==> src/core/dpo_regs.svh <==
// offsets, field positions, reset values and scaling constants of the drive parameter bank
`ifndef DPO_REGS_SVH
`define DPO_REGS_SVH
// object indices and subindices
`define DPO_IDX_GAINS 16'h3210
`define DPO_IDX_FLAGS 16'h3212
`define DPO_IDX_ANALOG 16'h3220
`define DPO_IDX_ACTRL 16'h3221
`define DPO_SUB_COUNT 8'h00
`define DPO_SUB_POS_P 8'h01
`define DPO_SUB_POS_I 8'h02
`define DPO_SUB_SPD_P 8'h03
`define DPO_SUB_SPD_I 8'h04
`define DPO_SUB_TQ_I_CL 8'h08
`define DPO_SUB_TQ_P_OL 8'h09
`define DPO_SUB_TQ_I_OL 8'h0A
`define DPO_SUB_HOLD 8'h01
`define DPO_SUB_FINV 8'h02
`define DPO_SUB_KEEP 8'h03
`define DPO_SUB_AIN1 8'h01
`define DPO_SUB_AIN2 8'h02
// reset values
`define DPO_RST_TQ_I_CL 32'h00002EE0
`define DPO_RST_TQ_P_OL 32'h0003A980
`define DPO_RST_TQ_I_OL 32'h0000AFC8
`define DPO_GAIN_COUNT 8'h0A
`define DPO_FLAG_COUNT 8'h03
`define DPO_AIN_COUNT 8'h02
// analog control bits
`define DPO_AC_BIT_ONE 0
`define DPO_AC_BIT_TWO 1
// full scale: 1024 digits per 10 V or per 20 mA
`define DPO_AIN_FS_DIGITS 16'h0400
`define DPO_AIN_FS_MV 16'h2710
`define DPO_AIN_FS_UA 16'h4E20
// pwm half duty on an 8 bit duty word
`define DPO_PWM_HALF 8'h80
`endif

==> src/core/dpo_pkg.sv <==
// types of the drive parameter bank
`default_nettype none
package dpo_pkg;
    typedef struct packed {
        logic req;
        logic wr;
        logic [15:0] index;
        logic [7:0] sub;
        logic [31:0] wdata;
    } dpo_acc_t;
    typedef struct packed {
        logic ack;
        logic err;
        logic [31:0] rdata;
    } dpo_rsp_t;
    typedef enum logic [1:0] {
        DPO_FINV_DEFAULT,
        DPO_FINV_POSITIVE,
        DPO_FINV_NEGATIVE
    } dpo_finv_t;
    typedef enum {
        DPO_SETUP_IDLE,
        DPO_SETUP_RUN,
        DPO_SETUP_DONE
    } dpo_setup_t;
endpackage
`default_nettype wire

==> src/core/dpo_bank.sv <==
// drive parameter objects: gain set, motor drive flags, analog inputs and their control
// Operation
// - gain subindex 08 is a 32-bit read/write closed-loop torque integral gain resetting to 00002EE0.
// - gain subindex 09 is a 32-bit read/write open-loop torque proportional gain resetting to 0003A980.
// - gain subindex 0A is a 32-bit read/write open-loop torque integral gain resetting to 0000AFC8.
// - subindices 01-02 are position terms, 03-04 speed terms, 05-0A current-controller terms.
// - the drive flag object has count 3 and three signed 8-bit read/write flags resetting to zero.
// - holding flag 0 keeps pwm at 50% duty in switched-on, giving no holding torque.
// - holding flag 1 lets the controller drive pwm in switched-on, holding the motor still.
// - field override 0 uses default direction, 1 forces positive, -1 forces negative.
// - a new field override takes effect only after a control restart, after which setup must rerun.
// - keep-gains 0 makes auto setup detect the motor type and load its preset gain set; the bank only reports preset 00 or 01 and keeps the stored gains.
// - keep-gains 1 makes auto setup use the written gains and leave them unchanged.
// - two signed 16-bit read-only analog readings in digits, resetting to zero.
// - in voltage mode 1024 digits mean 10 V.
// - in current mode 1024 digits mean 20 mA.
// - each channel's mode comes from its own bit of the analog control object.
// - control bit 0 selects channel 1, bit 1 channel 2; clear is voltage, set is current.
`timescale 1ns/100ps
`default_nettype none
`include "dpo_regs.svh"
module dpo_bank (
    input wire logic mclk,
    input wire logic rst_n,
    input wire dpo_pkg::dpo_acc_t acc,
    output dpo_pkg::dpo_rsp_t rsp,
    input wire logic switched_on,
    input wire logic [7:0] ctrl_duty,
    output logic [7:0] pwm_duty,
    input wire logic restart,
    input wire logic fw_invert_default,
    output logic field_inverted,
    output logic setup_needed,
    input wire logic setup_start,
    input wire logic motor_is_bldc,
    output logic setup_busy,
    output logic setup_done,
    output logic [1:0] setup_gain_preset,
    input wire logic ain1_vld,
    input wire logic [15:0] ain1_sample,
    input wire logic ain2_vld,
    input wire logic [15:0] ain2_sample,
    output logic [1:0] ain_current_mode,
    output logic [31:0] ain1_eng,
    output logic [31:0] ain2_eng
);
    ////////////////////////////////////////////////////////////////////////////
    // access decode
    wire logic acc_wr = acc.req && acc.wr;
    wire logic hit_gain = acc.index == `DPO_IDX_GAINS;
    wire logic hit_flag = acc.index == `DPO_IDX_FLAGS;
    wire logic hit_ain = acc.index == `DPO_IDX_ANALOG;
    wire logic hit_actl = acc.index == `DPO_IDX_ACTRL;
    // gain subindices 01..0A, grouped position/speed/current by subindex order
    wire logic gain_sub_ok = (acc.sub != `DPO_SUB_COUNT) && (acc.sub <= `DPO_GAIN_COUNT);
    wire logic flag_sub_ok = acc.sub <= `DPO_FLAG_COUNT;
    wire logic ain_sub_ok = acc.sub <= `DPO_AIN_COUNT;
    wire logic actl_sub_ok = acc.sub == `DPO_SUB_COUNT;
    wire logic wr_hold = acc_wr && hit_flag && acc.sub == `DPO_SUB_HOLD;
    wire logic wr_finv = acc_wr && hit_flag && acc.sub == `DPO_SUB_FINV;
    wire logic wr_keep = acc_wr && hit_flag && acc.sub == `DPO_SUB_KEEP;
    wire logic wr_actl = acc_wr && hit_actl && actl_sub_ok;
    // only 0 and 1 are legal for the boolean flags; -1 is also legal for the field override
    wire logic wval_bool = acc.wdata[7:0] == 8'h00 || acc.wdata[7:0] == 8'h01;
    wire logic wval_finv = wval_bool || acc.wdata[7:0] == 8'hFF;
    // read-only entries and counts refuse writes
    wire logic wr_ro = acc_wr && (hit_ain || (hit_flag && acc.sub == `DPO_SUB_COUNT) ||
                                  (hit_gain && acc.sub == `DPO_SUB_COUNT));
    wire logic bad_obj = !(hit_gain && (gain_sub_ok || acc.sub == `DPO_SUB_COUNT)) &&
                         !(hit_flag && flag_sub_ok) && !(hit_ain && ain_sub_ok) && !(hit_actl && actl_sub_ok);
    wire logic bad_val = (wr_hold && !wval_bool) || (wr_keep && !wval_bool) || (wr_finv && !wval_finv);

    ////////////////////////////////////////////////////////////////////////////
    // state
    logic [7:0] hold_r;
    logic [7:0] finv_r;
    logic [7:0] keep_r;
    logic [1:0] actl_r;
    logic [1:0] finv_live_r;
    logic finv_pend_r;
    logic setup_needed_r;
    logic [7:0] pwm_r;
    logic field_inv_r;
    logic [1:0] preset_r;
    dpo_pkg::dpo_setup_t setup_st_r;
    dpo_pkg::dpo_setup_t setup_st_nxt;
    dpo_pkg::dpo_rsp_t rsp_r;
    dpo_pkg::dpo_rsp_t rsp_nxt;
    logic rd_pend_r;
    logic setup_busy_r;
    logic setup_done_r;
    wire logic [31:0] gain_rdata;
    wire logic [15:0] ain1_dig;
    wire logic [15:0] ain2_dig;

    ////////////////////////////////////////////////////////////////////////////
    // gain set memory; auto setup writes nothing back, so stored gains survive it
    wire logic gain_we = acc_wr && hit_gain && gain_sub_ok;
    dpo_gain_mem u_gain (
        .mclk(mclk),
        .rst_n(rst_n),
        .we(gain_we),
        .waddr(acc.sub[3:0]),
        .wdata(acc.wdata),
        .raddr(acc.sub[3:0]),
        .rdata(gain_rdata)
    );

    ////////////////////////////////////////////////////////////////////////////
    // drive flags
    always_ff @(posedge mclk) begin
        if (!rst_n) begin
            hold_r <= 8'h00;
            finv_r <= 8'h00;
            keep_r <= 8'h00;
        end else begin
            if (wr_hold && wval_bool)
                hold_r <= acc.wdata[7:0];
            if (wr_finv && wval_finv)
                finv_r <= acc.wdata[7:0];
            if (wr_keep && wval_bool)
                keep_r <= acc.wdata[7:0];
        end
    end

    // stored override is latched into the live field setting only on restart
    wire logic [1:0] finv_dec = (finv_r == 8'h01) ? 2'(dpo_pkg::DPO_FINV_POSITIVE) :
                                (finv_r == 8'hFF) ? 2'(dpo_pkg::DPO_FINV_NEGATIVE) :
                                2'(dpo_pkg::DPO_FINV_DEFAULT);
    wire logic finv_changes = wr_finv && wval_finv && acc.wdata[7:0] != finv_r;
    always_ff @(posedge mclk) begin
        if (!rst_n) begin
            finv_live_r <= 2'(dpo_pkg::DPO_FINV_DEFAULT);
            finv_pend_r <= 1'b0;
            setup_needed_r <= 1'b0;
        end else begin
            if (restart)
                finv_live_r <= finv_dec;
            // a write landing in the restart cycle stays pending: set wins
            finv_pend_r <= finv_changes || (finv_pend_r && !restart);
            // after a restart that applied a new override, setup must run again
            setup_needed_r <= (restart && finv_pend_r) ||
                              (setup_needed_r && setup_st_r != dpo_pkg::DPO_SETUP_DONE);
        end
    end

    wire logic inv_sel = (finv_live_r == 2'(dpo_pkg::DPO_FINV_POSITIVE)) ? 1'b0 :
                         (finv_live_r == 2'(dpo_pkg::DPO_FINV_NEGATIVE)) ? 1'b1 :
                         fw_invert_default;
    // holding flag 0 parks the bridge at half duty while switched on
    wire logic [7:0] pwm_nxt = (switched_on && hold_r == 8'h00) ? `DPO_PWM_HALF : ctrl_duty;
    always_ff @(posedge mclk) begin
        if (!rst_n) begin
            pwm_r <= `DPO_PWM_HALF;
            field_inv_r <= 1'b0;
        end else begin
            pwm_r <= pwm_nxt;
            field_inv_r <= inv_sel;
        end
    end

    ////////////////////////////////////////////////////////////////////////////
    // auto setup sequencing: one cycle run, preset chosen from keep flag and motor type
    always_comb begin
        setup_st_nxt = setup_st_r;
        case (setup_st_r)
            dpo_pkg::DPO_SETUP_IDLE: begin
                if (setup_start)
                    setup_st_nxt = dpo_pkg::DPO_SETUP_RUN;
            end
            dpo_pkg::DPO_SETUP_RUN: begin
                setup_st_nxt = dpo_pkg::DPO_SETUP_DONE;
            end
            dpo_pkg::DPO_SETUP_DONE: begin
                setup_st_nxt = dpo_pkg::DPO_SETUP_IDLE;
            end
            default: begin
                setup_st_nxt = dpo_pkg::DPO_SETUP_IDLE;
            end
        endcase
    end
    // preset code: 00 stepper preset, 01 bldc preset, 10 keep stored gains
    wire logic [1:0] preset_nxt = (keep_r == 8'h01) ? 2'b10 :
                                  (motor_is_bldc ? 2'b01 : 2'b00);
    always_ff @(posedge mclk) begin
        if (!rst_n) begin
            setup_st_r <= dpo_pkg::DPO_SETUP_IDLE;
            preset_r <= 2'b00;
            setup_busy_r <= 1'b0;
            setup_done_r <= 1'b0;
        end else begin
            setup_st_r <= setup_st_nxt;
            // flags taken from the next state track the state register cycle for cycle
            setup_busy_r <= setup_st_nxt == dpo_pkg::DPO_SETUP_RUN;
            setup_done_r <= setup_st_nxt == dpo_pkg::DPO_SETUP_DONE;
            if (setup_st_r == dpo_pkg::DPO_SETUP_RUN)
                preset_r <= preset_nxt;
        end
    end

    ////////////////////////////////////////////////////////////////////////////
    // analog inputs and their mode control
    always_ff @(posedge mclk) begin
        if (!rst_n)
            actl_r <= 2'b00;
        else if (wr_actl)
            actl_r <= {acc.wdata[`DPO_AC_BIT_TWO], acc.wdata[`DPO_AC_BIT_ONE]};
    end
    wire logic analog_mode_select_one = actl_r[0];
    wire logic analog_mode_select_two = actl_r[1];
    dpo_ain_scale u_ain1 (
        .mclk(mclk),
        .rst_n(rst_n),
        .sample_vld(ain1_vld),
        .sample(ain1_sample),
        .mode_current(analog_mode_select_one),
        .digits(ain1_dig),
        .eng_value(ain1_eng)
    );
    dpo_ain_scale u_ain2 (
        .mclk(mclk),
        .rst_n(rst_n),
        .sample_vld(ain2_vld),
        .sample(ain2_sample),
        .mode_current(analog_mode_select_two),
        .digits(ain2_dig),
        .eng_value(ain2_eng)
    );

    ////////////////////////////////////////////////////////////////////////////
    // answer path; gain reads wait one cycle for the memory's registered output
    wire logic [31:0] flag_rd = (acc.sub == `DPO_SUB_COUNT) ? {24'h000000, `DPO_FLAG_COUNT} :
                                (acc.sub == `DPO_SUB_HOLD) ? {{24{hold_r[7]}}, hold_r} :
                                (acc.sub == `DPO_SUB_FINV) ? {{24{finv_r[7]}}, finv_r} :
                                {{24{keep_r[7]}}, keep_r};
    wire logic [31:0] ain_rd = (acc.sub == `DPO_SUB_COUNT) ? {24'h000000, `DPO_AIN_COUNT} :
                               (acc.sub == `DPO_SUB_AIN1) ? {{16{ain1_dig[15]}}, ain1_dig} :
                               {{16{ain2_dig[15]}}, ain2_dig};
    wire logic [31:0] direct_rd = hit_flag ? flag_rd :
                                  hit_ain ? ain_rd :
                                  hit_actl ? {30'h0, actl_r} :
                                  {24'h000000, `DPO_GAIN_COUNT};
    wire logic gain_rd = acc.req && !acc.wr && hit_gain && gain_sub_ok;
    wire logic acc_err = bad_obj || wr_ro || bad_val;
    always_comb begin
        rsp_nxt = '0;
        if (rd_pend_r) begin
            rsp_nxt.ack = 1'b1;
            rsp_nxt.rdata = gain_rdata;
        end else if (acc.req && !gain_rd) begin
            rsp_nxt.ack = 1'b1;
            rsp_nxt.err = acc_err;
            rsp_nxt.rdata = (acc.wr || acc_err) ? 32'h00000000 : direct_rd;
        end
    end
    always_ff @(posedge mclk) begin
        if (!rst_n) begin
            rsp_r <= '0;
            rd_pend_r <= 1'b0;
        end else begin
            rsp_r <= rsp_nxt;
            rd_pend_r <= gain_rd && !rd_pend_r;
        end
    end

    assign rsp = rsp_r;
    assign pwm_duty = pwm_r;
    assign field_inverted = field_inv_r;
    assign setup_needed = setup_needed_r;
    assign setup_busy = setup_busy_r;
    assign setup_done = setup_done_r;
    assign setup_gain_preset = preset_r;
    assign ain_current_mode = actl_r;
endmodule
`default_nettype wire

==> src/core/dpo_gain_mem.sv <==
// ten-entry gain set memory with registered read data
`timescale 1ns/100ps
`default_nettype none
`include "dpo_regs.svh"
module dpo_gain_mem (
    input wire logic mclk,
    input wire logic rst_n,
    input wire logic we,
    input wire logic [3:0] waddr,
    input wire logic [31:0] wdata,
    input wire logic [3:0] raddr,
    output logic [31:0] rdata
);
    logic [31:0] mem_r [1:10];
    logic [31:0] rst_val [1:10];
    assign rst_val[1] = 32'h00000800;
    assign rst_val[2] = 32'h00000000;
    assign rst_val[3] = 32'h00002EE0;
    assign rst_val[4] = 32'h0000001E;
    assign rst_val[5] = 32'h000668A0;
    assign rst_val[6] = 32'h00002EE0;
    assign rst_val[7] = 32'h000668A0;
    assign rst_val[8] = `DPO_RST_TQ_I_CL;
    assign rst_val[9] = `DPO_RST_TQ_P_OL;
    assign rst_val[10] = `DPO_RST_TQ_I_OL;
    genvar g;
    generate
        for (g = 1; g <= 10; g++) begin : g_ent
            always_ff @(posedge mclk) begin
                if (!rst_n)
                    mem_r[g] <= rst_val[g];
                else if (we && waddr == 4'(g))
                    mem_r[g] <= wdata;
            end
        end
    endgenerate
    // out-of-range addresses read zero
    wire logic in_range = (raddr != 4'h0) && (raddr <= 4'hA);
    always_ff @(posedge mclk) begin
        if (!rst_n)
            rdata <= 32'h00000000;
        else
            rdata <= in_range ? mem_r[raddr] : 32'h00000000;
    end
endmodule
`default_nettype wire

==> src/core/dpo_ain_scale.sv <==
// analog reading register and engineering-unit scaling for one channel
`timescale 1ns/100ps
`default_nettype none
`include "dpo_regs.svh"
module dpo_ain_scale (
    input wire logic mclk,
    input wire logic rst_n,
    input wire logic sample_vld,
    input wire logic [15:0] sample,
    input wire logic mode_current,
    output logic [15:0] digits,
    output logic [31:0] eng_value
);
    logic signed [15:0] dig_r;
    logic signed [31:0] eng_nxt;
    wire logic signed [31:0] fs = mode_current ? {16'h0000, `DPO_AIN_FS_UA} : {16'h0000, `DPO_AIN_FS_MV};
    // divide by 1024 is a shift; truncates toward minus infinity for negative readings
    assign eng_nxt = (32'(dig_r) * fs) >>> 10;
    always_ff @(posedge mclk) begin
        if (!rst_n)
            dig_r <= 16'sh0000;
        else if (sample_vld)
            dig_r <= sample;
    end
    always_ff @(posedge mclk) begin
        if (!rst_n)
            eng_value <= 32'h00000000;
        else
            eng_value <= eng_nxt;
    end
    assign digits = dig_r;
endmodule
`default_nettype wire

==> config.mk <==
export PLATFORM = sky130hd
export DESIGN_NAME = dpo_bank
export DESIGN_NICKNAME = d
export VERILOG_FILES = /design/src/core/dpo_pkg.sv /design/src/core/dpo_bank.sv /design/src/core/dpo_gain_mem.sv /design/src/core/dpo_ain_scale.sv
export VERILOG_INCLUDE_DIRS = /design/src /design/src/core
export SDC_FILE = /design/constraint.sdc
export NUM_CORES = 1
export LEC_CHECK = 0
export BUFFER_PORTS_ARGS = -buffer_cell sky130_fd_sc_hd__buf_2
export CAP_MARGIN = 20
export CORE_MARGIN = 8
export CORE_UTILIZATION = 30
export CTS_CLUSTER_DIAMETER = 80
export DETAILED_ROUTE_END_ITERATION = 8
export HOLD_SLACK_MARGIN = 0.02
export MAX_ROUTING_LAYER = met4
export PLACE_DENSITY = 0.45
export SETUP_SLACK_MARGIN = 0.4
export SLEW_MARGIN = 5
export SYNTH_ARGS = -nofsm -noshare
export SYNTH_HDL_FRONTEND = slang
export SYNTH_SLANG_ARGS = --single-unit
==> constraint.sdc <==
create_clock -name mclk -period 4.9 [get_ports mclk]
set_input_delay 0.98 -clock mclk [delete_from_list [all_inputs] [get_ports mclk]]
set_output_delay 0.98 -clock mclk [all_outputs]
set_load 0.02 [all_outputs]
# [Word level (Yosys, flattened, before mapping)]
# Memory sizes are Yosys's and may differ from the RTL's. A register that Yosys moved wholly into a read port is not among the register bits.
# Cells that the tools add are included.
[op_classes] multipliers=2 magnitude_cmp=4 n_eq_ne=30 n_mux=62 bitwise_logic=12 reduce_logical=80
[op_table] cell="two-way mux 32 bit" n=20
[op_table] cell="equality test 16 x 14 -> 1 bit, second input constant" n=4
[op_table] cell="equality test 32 x 2 -> 1 bit, second input constant" n=2
[op_table] cell="multiplier 16 x 16 -> 32 bit" n=2
[op_table] cell="case mux 32 bit (2 select lines)" n=1
[op_table] cell="logical AND 1 bit" n=47
[op_table] cell="two-way mux 1 bit" n=34
[op_table] cell="two-way mux 34 bit" n=1
[op_table] cell="equality test 32 x 1 -> 1 bit, second input constant" n=1
[op_table] cell="equality test 32 x 3 -> 1 bit, second input constant" n=1
[op_table] cell="equality test 8 x 1 -> 1 bit, second input constant" n=4
[op_table] cell="zero test 32 bit" n=1
[op_table] cell="!= test 32 x 3 -> 1 bit, second input constant" n=1
[op_table] cell="two-way mux 15 bit" n=2
[op_table] cell="zero test 8 bit" n=3
[op_table] cell="equality test 4 x 3 -> 1 bit, second input constant" n=4
[op_table] cell="equality test 8 x 2 -> 1 bit, second input constant" n=2
[op_table] cell="equality test 8 bit, second input constant" n=2
[op_table] cell="<= comparator 8 x 2 -> 1 bit, second input constant" n=2
[op_table] cell="equality test 4 bit, second input constant" n=3
[op_table] cell="logical OR 1 bit" n=12
[op_table] cell="zero test 1 bit" n=11
[op_table] cell="bitwise OR 1 bit" n=10
[op_table] cell="equality test 4 x 2 -> 1 bit, second input constant" n=2
[op_table] cell="other kinds (14)" n=18
[totals] regBits=186 mem_bits_rw=320 output_inout_bits=114 n_memories=1
[mem_list] memory="u_gain.mem_r" depth=10 width=32 rd=1 rd_clocked_by_memory_dff=1 write_ports=10 line_no="dpo_gain_mem.sv:14" source="logic [31:0] mem_r [1:10];"

# [Logic depth before layout (Yosys ltp)]
# Gate-level depths: netlist of the first run.
[logic_depth] ltp_word=14 depth_mapped=21

# [Cells and area by module]
# A second synthesis of the first run with hierarchy kept.
[unflattened] cells_unflattened=2899 area_unflattened_um2=32397.3
[by_module_without_submodules] module="dpo_gain_mem" instances=1 cells_each=1110 area_each_um2=15366.0
[by_module_without_submodules] module="dpo_ain_scale at u_ain2" instances=1 cells_each=673 area_each_um2=6414.9
[by_module_without_submodules] module="dpo_ain_scale at u_ain1" instances=1 cells_each=663 area_each_um2=6328.6
[by_module_without_submodules] module="dpo_bank" instances=1 cells_each=453 area_each_um2=4287.9

# [Least setup slack after synthesis of the first run]
# Ideal clock, no wire load.
[synth_path] path_kind="in2reg" startpoint="input acc[37] (netlist bit)" endpoint="memory u_gain.mem_r[7][0], enable pin" setup_ns=0.466 t_arrival_ns=4.826 t_required_ns=4.434 path_slack_ns=-0.392 cell_stages=7 path_cell_list="or4_4 a211oi_2 nand4_1 or3_1 buf_2 buf_6 o21ai_0"
[synth_rtl] item="start, declared" line_no="dpo_bank.sv:25" source="input wire dpo_pkg::dpo_acc_t acc,"
[synth_rtl] item="end, declared" line_no="dpo_gain_mem.sv:14"

# [Final worst setup path of the first run]
[layout_path] startpoint="register actl_r[0] (netlist: ain_current_mode[0])" endpoint="register u_ain1.eng_value[18]"
[layout_between] elab_chain_cells=2
[layout_lines] item="start, declared" line_no="dpo_bank.sv:78" source="logic [1:0] actl_r;"
[layout_lines] item="start signal, assigned" line_no="dpo_bank.sv:207" source="actl_r <= {acc.wdata[`DPO_AC_BIT_TWO], acc.wdata[`DPO_AC_BIT_ONE]};"
[layout_lines] item="two-way mux 15 bit" line_no="dpo_ain_scale.sv:16" source="wire logic signed [31:0] fs = mode_current ? {16'h0000, `DPO_AIN_FS_UA} : {16'h0000, `DPO_AIN_FS_MV};"
[layout_lines] item="multiplier 16 x 16 -> 32 bit" line_no="dpo_ain_scale.sv:18" source="assign eng_nxt = (32'(dig_r) * fs) >>> 10;"
[layout_lines] item="end signal, assigned" line_no="dpo_ain_scale.sv:29" source="eng_value <= eng_nxt;"
[layout_lines] item="end, declared" line_no="dpo_ain_scale.sv:12" source="output logic [31:0] eng_value"
# Every way passes these cells.
# A chain may end at the register's enable or synchronous reset.

==> results of run 1 <==
metrics by stage:
stage,setup slack (ns),area (µm²),power (mW),util (%),instances
2_1_floorplan,-0.389,33200,9.49,-,2995
3_3_place_gp,-0.0765,36700,11.4,34.4,4630
3_5_place_dp,-0.0998,36700,11.4,34.4,4630
4_1_cts,0.00540,39900,17.2,37.4,4787
5_1_grt,-0.217,40300,18.4,37.8,4806
6_report,-0.0152,40400,17.2,37.8,4809
layer usage:
metal  track usage, %  up-vias  routed length [µm]
met4             4.20        0                2060
met3             3.29      109                4920
met2             26.8      430               44700
met5                -        -                   0
li1                 -    10600                   -
met1             21.7    10700               43700
what timing repair did:
action / in CTS / in global routing
gates cloned: 1 / 0
resized for setup: 147 / 81
pin swaps: 73 / 49
setup endpoints to repair: 29 / 32
buffers inserted: 34 / 8
layout make-up:
cell class | count | area share (%)
inverter | 375 | 3.50
antenna | 14 | 0.0868
clock inverter | 31 | 0.738
tap | 1403 | 4.35
sequential | 538 | 34.7
clock buffer | 91 | 4.69
multi-input combinational | 1929 | 44.7
timing repair buffer | 428 | 7.24
worst register-to-register path, cell delays in order (launching register included):
cell and delay [ns]:
dfxtp_4 0.39, buf_12 0.16, and2_4 0.17, or2_4 0.24
fa_1 0.57, fa_1 0.43, fa_1 0.49, inv_1 0.05
fa_1 0.51, inv_2 0.05, ha_4 0.26, ha_4 0.21
a21oi_4 0.14, o211ai_1 0.12, buf_4 0.16, nor3b_4 0.23
a21boi_4 0.09, nor4b_2 0.16, or3_1 0.36
kinds of logic (layout without fill, tap and decap cells):
logic type | after synthesis | after routing
simple gates | 899 | 899
flops | 538 | 538
buf+inv | 528 | 925
fa+ha+maj | 414 | 414
compound gates | 336 | 336
mux | 150 | 150
xor+xnor | 43 | 43
other cells | 2 | 101
sequential cells by signal, summed over array words and instances, names as in the netlist:
signal             cells
ain_current_mode       2
field_inverted         1
finv_live_r            2
finv_pend_r            1
finv_r                 8
hold_r                 8
keep_r                 8
pwm_duty               8
rd_pend_r              1
rsp                   34
setup_busy             1
setup_done             1
setup_gain_preset      2
setup_needed           1
setup_st_r            32
u_ain1.digits         16
u_ain1.eng_value      22
u_ain2.digits         16
u_ain2.eng_value      22
u_gain.mem_r         320
u_gain.rdata          32
power groups by stage:
stage          Sequential [mW]  Clock, mW  Combinational, mW
3_3_place_gp              5.34          0               6.04
6_report                  5.25       4.89               7.05
4_1_cts                   5.25       5.06               6.86
5_1_grt                   5.28       5.22               7.92
3_5_place_dp              5.34          0               6.03
2_1_floorplan             5.51          0               3.98
worst paths after layout:
path	from	end	slack, ns	cells after the start
worst max-delay path	ain_current_mode[0]	u_ain1.eng_value[18]	-0.02	18
worst min register to register	u_gain.rdata[30]	rsp[30]	0.42	2
worst min-delay path	u_gain.rdata[30]	rsp[30]	0.42	2
worst max register to register	ain_current_mode[0]	u_ain1.eng_value[18]	-0.02	18
cell usage in the layout (no fill, tap or decap), drive strengths merged, types with 16 or more instances in the layout:
cell / netlist / layout
mux2i: 109 / 109
nor2b: 41 / 41
conb: 2 / 87
nor4: 16 / 16
nand2: 120 / 120
a21oi: 91 / 91
edfxtp: 320 / 320
buf: 45 / 428
ha: 209 / 209
or3: 68 / 68
nand3: 24 / 24
and2: 326 / 326
nand4: 16 / 16
mux4: 32 / 32
dfxtp: 218 / 218
nor2: 186 / 186
a211oi: 112 / 112
inv: 374 / 376
nand2b: 23 / 23
xnor2: 32 / 32
o21ai: 63 / 63
fa: 204 / 204
clkinv: 1 / 28
clkbuf: 108 / 91
or2: 29 / 29
==> flow_metrics.py, run 1 <==
metrics = {
    "outcome": {
        "outcome": "finished with violations",
        "violations": "setup timing",
    },
    "cts": {
        "root_buffer": "clkbuf_16",
        "cts_max_level": 3,
        "clk_pin_slew_worst_paths_ns": 0.06,
        "clk_path_buf_depth": 3,
        "cts_tree": "built",
        "hold_buffers": 0,
        "clock_latency_ns": 0.65,
        "cts_buffers": 69,
        "cts.sink_count": 538,
    },
    "setup_path": {
        "cp_common_cell": "fa_1",
        "path_delay_family": "adder cells",
        "crit_required_ns": 5.41,
        "worstSetupPathType": "reg2reg",
        "arrival_ns": 5.43,
        "cp_max_fo": 8,
        "cpMaxStageDelayCell": "fa_1",
        "path_cells": "buf_12 > and2_4 > or2_4 > fa_1 > fa_1 > fa_1 > inv_1 > fa_1 > inv_2 > ha_4 > ha_4 > a21oi_4 > o211ai_1 > buf_4 > nor3b_4 > a21boi_4 > nor4b_2 > or3_1",
        "critPathCaptureType": "flip-flop",
        "slowest_delay_ns": 0.57,
        "worst-path-buf-inv": 4,
        "startpoint_type": "flip-flop",
    },
    "drt": {
        "wirelength_um": 95500,
        "vias_per_cell": 4.55,
        "dr.pass1.iters": 5,
        "antenna_left": 0,
        "drc": 0,
        "wl_per_cell_um": 19.9,
        "dr.first_iter.drc_count": 1079,
        "vias": 21900,
    },
    "die": {
        "die_h_um": 343,
        "die_x_um": 343,
        "initial_core_util_pct": 30.1,
        "core.rowCount": 120,
        "dieArea_um2": 118000,
        "io_pins": 221,
        "fp.coreArea_um2": 107000,
    },
    "timing": {
        "tightest_slew_ns": 0.893,
        "relSlewSlack_pct": 39.9,
        "setup_viol": 1,
        "post-route-period-util_pct": 100,
        "holdWs_ns": 0.418,
        "fmax_mhz": 203,
        "rsz0062_at_grt": "true",
        "tns_ns": -0.0152,
        "final.min_clock_period_ns": 4.92,
        "fin_skew_ns": 0.0419,
        "layout_setup_ws_ns": -0.0152,
        "hold_violations": 0,
        "report.final.slew_viol_count": 0,
    },
    "synth": {
        "synth_fa_ha_area_share_pct": 20.9,
        "avgSynthCellArea_um2": 11.1,
        "synth_commonest_cells": "inv_1, and2_1, edfxtp_1",
        "synth_area_leaders": "edfxtp_1, dfxtp_1, fa_1",
        "synthArstFlopShare_pct": 0,
        "synth_xor_area_share_pct": 1.17,
        "synth_compound_area_share_pct": 6.70,
        "ys_types": 74,
        "synth-seq-cells": 538,
        "synth_top_family_by_area": "adder cells",
        "synth_area_um2": 32200,
        "syn_inst": 2910,
        "synth_top_area_share_pct": 29.9,
        "ys_seq_area_share_pct": 43.4,
        "synthFlopType": "edfxtp_1",
        "synth_most_common_cell": "inv_1",
        "yosysTopAreaCell": "edfxtp_1",
        "synthMuxAreaShare_pct": 5.95,
        "synth-edff-count": 320,
        "yosys_warnings": 0,
        "synthSimpleGateAreaFrac_pct": 15.3,
    },
    "global_route": {
        "antenna_found_initial": 18,
        "track_usage_pct": 16.7,
        "overflow": 0,
        "grt_pass1_wl_um": 145000,
        "grt_pass1_vias": 23000,
        "grt_start_max_net_pins": 65,
    },
    "final_layout": {
        "fin_nets": 3861,
        "multi_input_area_um2": 18100,
        "seq_area_um2": 14000,
        "fill_cells": 10600,
        "areaGrowthSynthToFinish_pct": 25.4,
        "drive_above_1_share_pct": 25.3,
    },
    "power_and_ir_drop": {
        "clkPwrFrac_pct": 28.4,
        "p_sw_mw": 5.80,
        "switching_share_pct": 33.8,
        "internal-power_mw": 11.4,
        "max-vdd-ir-drop_v": 0.000234,
        "power_density_nw_per_um2": 426,
        "combPwrFrac_pct": 41.0,
        "p_seq_share_pct": 30.5,
        "power_leakage_nw": 17.1,
    },
    "placed_design": {
        "place_congestion": 0.820,
        "portBuffers": 220,
        "hpwl_um": 66200,
    },
    "min_path": {
        "hold_path.class": "reg2reg",
    },
    "job": {
        "drv_cap": 0,
    },
}
(Power assumes the default switching activity.)
==> run 2: changes to the inputs <==
- PLACE_DENSITY: 0.45 -> 0.43
- clock period: 4.9 -> 4.61 ns (I/O delays scaled with it)
==> run 2 against run 1 <==
Net effect: combinational power increased by 18%; the run still ends with setup timing left; first-iteration DRC count increased by 2.6%; worst setup slack got worse by 0.33 ns; clock-buffer cell count increased by 10; cell area increased by 2.9%; cell count increased by 2.2%; via count increased by 4.6%; largest power group unchanged; largest cell class unchanged; clock power increased by 8.0%; critical path type unchanged.
==> flow_metrics.py, run 2 (same netlist as run 1, synthesis figures left out) <==
metrics = {
    "outcome": {
        "outcome": "finished with violations",
        "violations": "setup timing",
    },
    "drt": {
        "antenna_left": 0,
        "vias_per_cell": 4.66,
        "dr.pass1.iters": 5,
        "wirelength_um": 100000,
        "vias": 22900,
        "wl_per_cell_um": 20.4,
        "drc": 0,
        "dr.first_iter.drc_count": 1107,
    },
    "global_route": {
        "track_usage_pct": 17.3,
        "grt_pass1_vias": 24300,
        "grt_start_max_net_pins": 101,
        "overflow": 0,
        "grt_pass1_wl_um": 151000,
        "antenna_found_initial": 28,
    },
    "setup_path": {
        "path_delay_family": "adder cells",
        "crit_required_ns": 5.12,
        "critPathCaptureType": "flip-flop",
        "startpoint_type": "flip-flop",
        "slowest_delay_ns": 0.57,
        "cp_max_fo": 7,
        "worstSetupPathType": "reg2reg",
        "ff2ff_setup_slack_ns": -0.34,
        "reg2reg_from": "ain_current_mode[0]",
        "path_cells": "buf_6 > buf_8 > nor2b_4 > ha_4 > inv_2 > fa_1 > inv_2 > fa_2 > fa_1 > fa_1 > ha_4 > ha_4 > a211oi_2 > o211ai_1 > buf_4 > nand4_1 > a31oi_4 > or3_1 > and3_1",
        "rr_worst_depth": 19,
        "worst-path-buf-inv": 5,
        "cpMaxStageDelayCell": "fa_2",
        "r2r_end": "u_ain1.eng_value[17]",
        "arrival_ns": 5.46,
    },
    "cts": {
        "clock_latency_ns": 0.63,
        "cts_tree": "built",
        "clk_path_buf_depth": 3,
        "root_buffer": "clkbuf_16",
        "cts_buffers": 68,
        "hold_buffers": 0,
        "clk_pin_slew_worst_paths_ns": 0.06,
        "cts.sink_count": 538,
        "cts_max_level": 3,
    },
    "power_and_ir_drop": {
        "clkPwrFrac_pct": 27.5,
        "combPwrFrac_pct": 43.4,
        "p_seq_share_pct": 29.1,
        "switching_share_pct": 34.0,
        "internal-power_mw": 12.7,
        "power_leakage_nw": 17.7,
        "max-vdd-ir-drop_v": 0.000289,
        "power_mw": 19.2,
        "p_sw_mw": 6.51,
        "power_density_nw_per_um2": 462,
    },
    "timing": {
        "fin_skew_ns": 0.0214,
        "layout_setup_ws_ns": -0.343,
        "relSlewSlack_pct": 36.7,
        "setup_viol": 27,
        "hold_violations": 0,
        "final.min_clock_period_ns": 4.95,
        "report.final.slew_viol_count": 0,
        "rsz0062_at_grt": "true",
        "tightest_slew_ns": 0.946,
        "post-route-period-util_pct": 107,
        "fmax_mhz": 202,
    },
    "min_path": {
        "min_to": "rsp[28]",
        "hold_path.class": "reg2reg",
        "worstHoldPathCells": 2,
        "hp-start": "u_gain.rdata[28]",
    },
    "placed_design": {
        "place_congestion": 0.856,
        "portBuffers": 220,
        "post-place-ws_ns": -0.442,
        "hpwl_um": 71200,
    },
    "final_layout": {
        "multi_input_area_um2": 18400,
        "layout_common_cells": "inv_1, edfxtp_1, and2_1, buf_4, buf_2",
        "fin_nets": 3964,
        "areaGrowthSynthToFinish_pct": 29.1,
        "fill_cells": 10400,
        "largest_reg_flops": 320,
        "top_register": "u_gain.mem_r",
        "drive_above_1_share_pct": 29.2,
        "seq_area_um2": 14000,
        "final_common_cell": "inv_1",
    },
    "job": {
        "drv_cap": 0,
    },
    "die": {
        "dieArea_um2": 118000,
        "fp.coreArea_um2": 107000,
        "core.rowCount": 120,
        "die_x_um": 343,
        "io_pins": 221,
        "initial_core_util_pct": 30.1,
        "die_h_um": 343,
    },
}
==> run 2: cell types whose count changed in the layout (fill, tap and decap cells not counted), moves of 9 or more <==
cell / change
inv_1: -16
inv_2: +16
ha_1: -10
buf_6: +12
ha_4: +9
nor2b_4: +10
buf_4: +93
==> run 2: power groups by stage <==
stage	clock [mW]	combinational, mW	sequential (mW)
2_1_floorplan	0	4.54	5.86
3_3_place_gp	0	7.26	5.69
3_5_place_dp	0	7.25	5.70
4_1_cts	5.45	7.91	5.60
5_1_grt	5.63	9.21	5.63
6_report	5.28	8.32	5.59
==> run 2: worst max-delay path by stage <==
stage                     cells past startpoint                    to  slack, ns                start
after floorplan                               6    u_gain.mem_r[6][0]      -0.41              acc[37]
after global placement                       17  u_ain1.eng_value[18]      -0.37  ain_current_mode[0]
after detailed placement                     19  u_ain1.eng_value[18]      -0.44  ain_current_mode[0]
after CTS                                    18  u_ain1.eng_value[17]      -0.29  ain_current_mode[0]
after global routing                         19  u_ain1.eng_value[17]      -0.48  ain_current_mode[0]
final                                        19  u_ain1.eng_value[17]      -0.34  ain_current_mode[0]
==> run 2: tightest hold or removal path, cell delays in order (launching register included) <==
cell,delay [ns]
dfxtp_1,0.30
nand2_1,0.05
nand2_1,0.04
==> run 2: layout make-up <==
class,instances,share of cell area (%)
Multi-Input combinational cell,1929,44.2
Sequential cell,538,33.7
Timing Repair Buffer,532,9.02
Clock buffer,101,4.80
Tap cell,1403,4.23
Inverter,375,3.40
Clock inverter,25,0.590
Antenna cell,13,0.0783
==> run 2: routing by layer <==
layer | vias up | routed length [µm] | global-route usage, %
li1 | 10800 | - | -
met1 | 11400 | 45200 | 22.1
met2 | 463 | 47300 | 28.0
met3 | 154 | 5220 | 3.52
met4 | 0 | 2710 | 4.76
met5 | - | 0 | -
==> run 2: per-stage QoR <==
stage / util (%) / TNS [ns] / std cells / instance area, µm² / hold slack [ns]
final: 38.9 / -4.60 / 4916 / 41500 / 0.421
after global routing: 38.9 / -9.48 / 4915 / 41500 / 0.430
after CTS: 38.3 / -3.81 / 4889 / 40900 / 0.420
after detailed placement: 35.5 / -6.49 / 4747 / 37900 / 0.415
after global placement: 35.5 / -5.22 / 4747 / 37900 / 0.414
after floorplan: - / -38.60 / 2995 / 33500 / 0.392
==> run 2: timing repair <==
action	4_1_cts	5_1_grt
pin swaps	67	66
buffers inserted	16	12
cloned	0	2
resized for setup	137	121
endpoints found under the setup margin	36	35
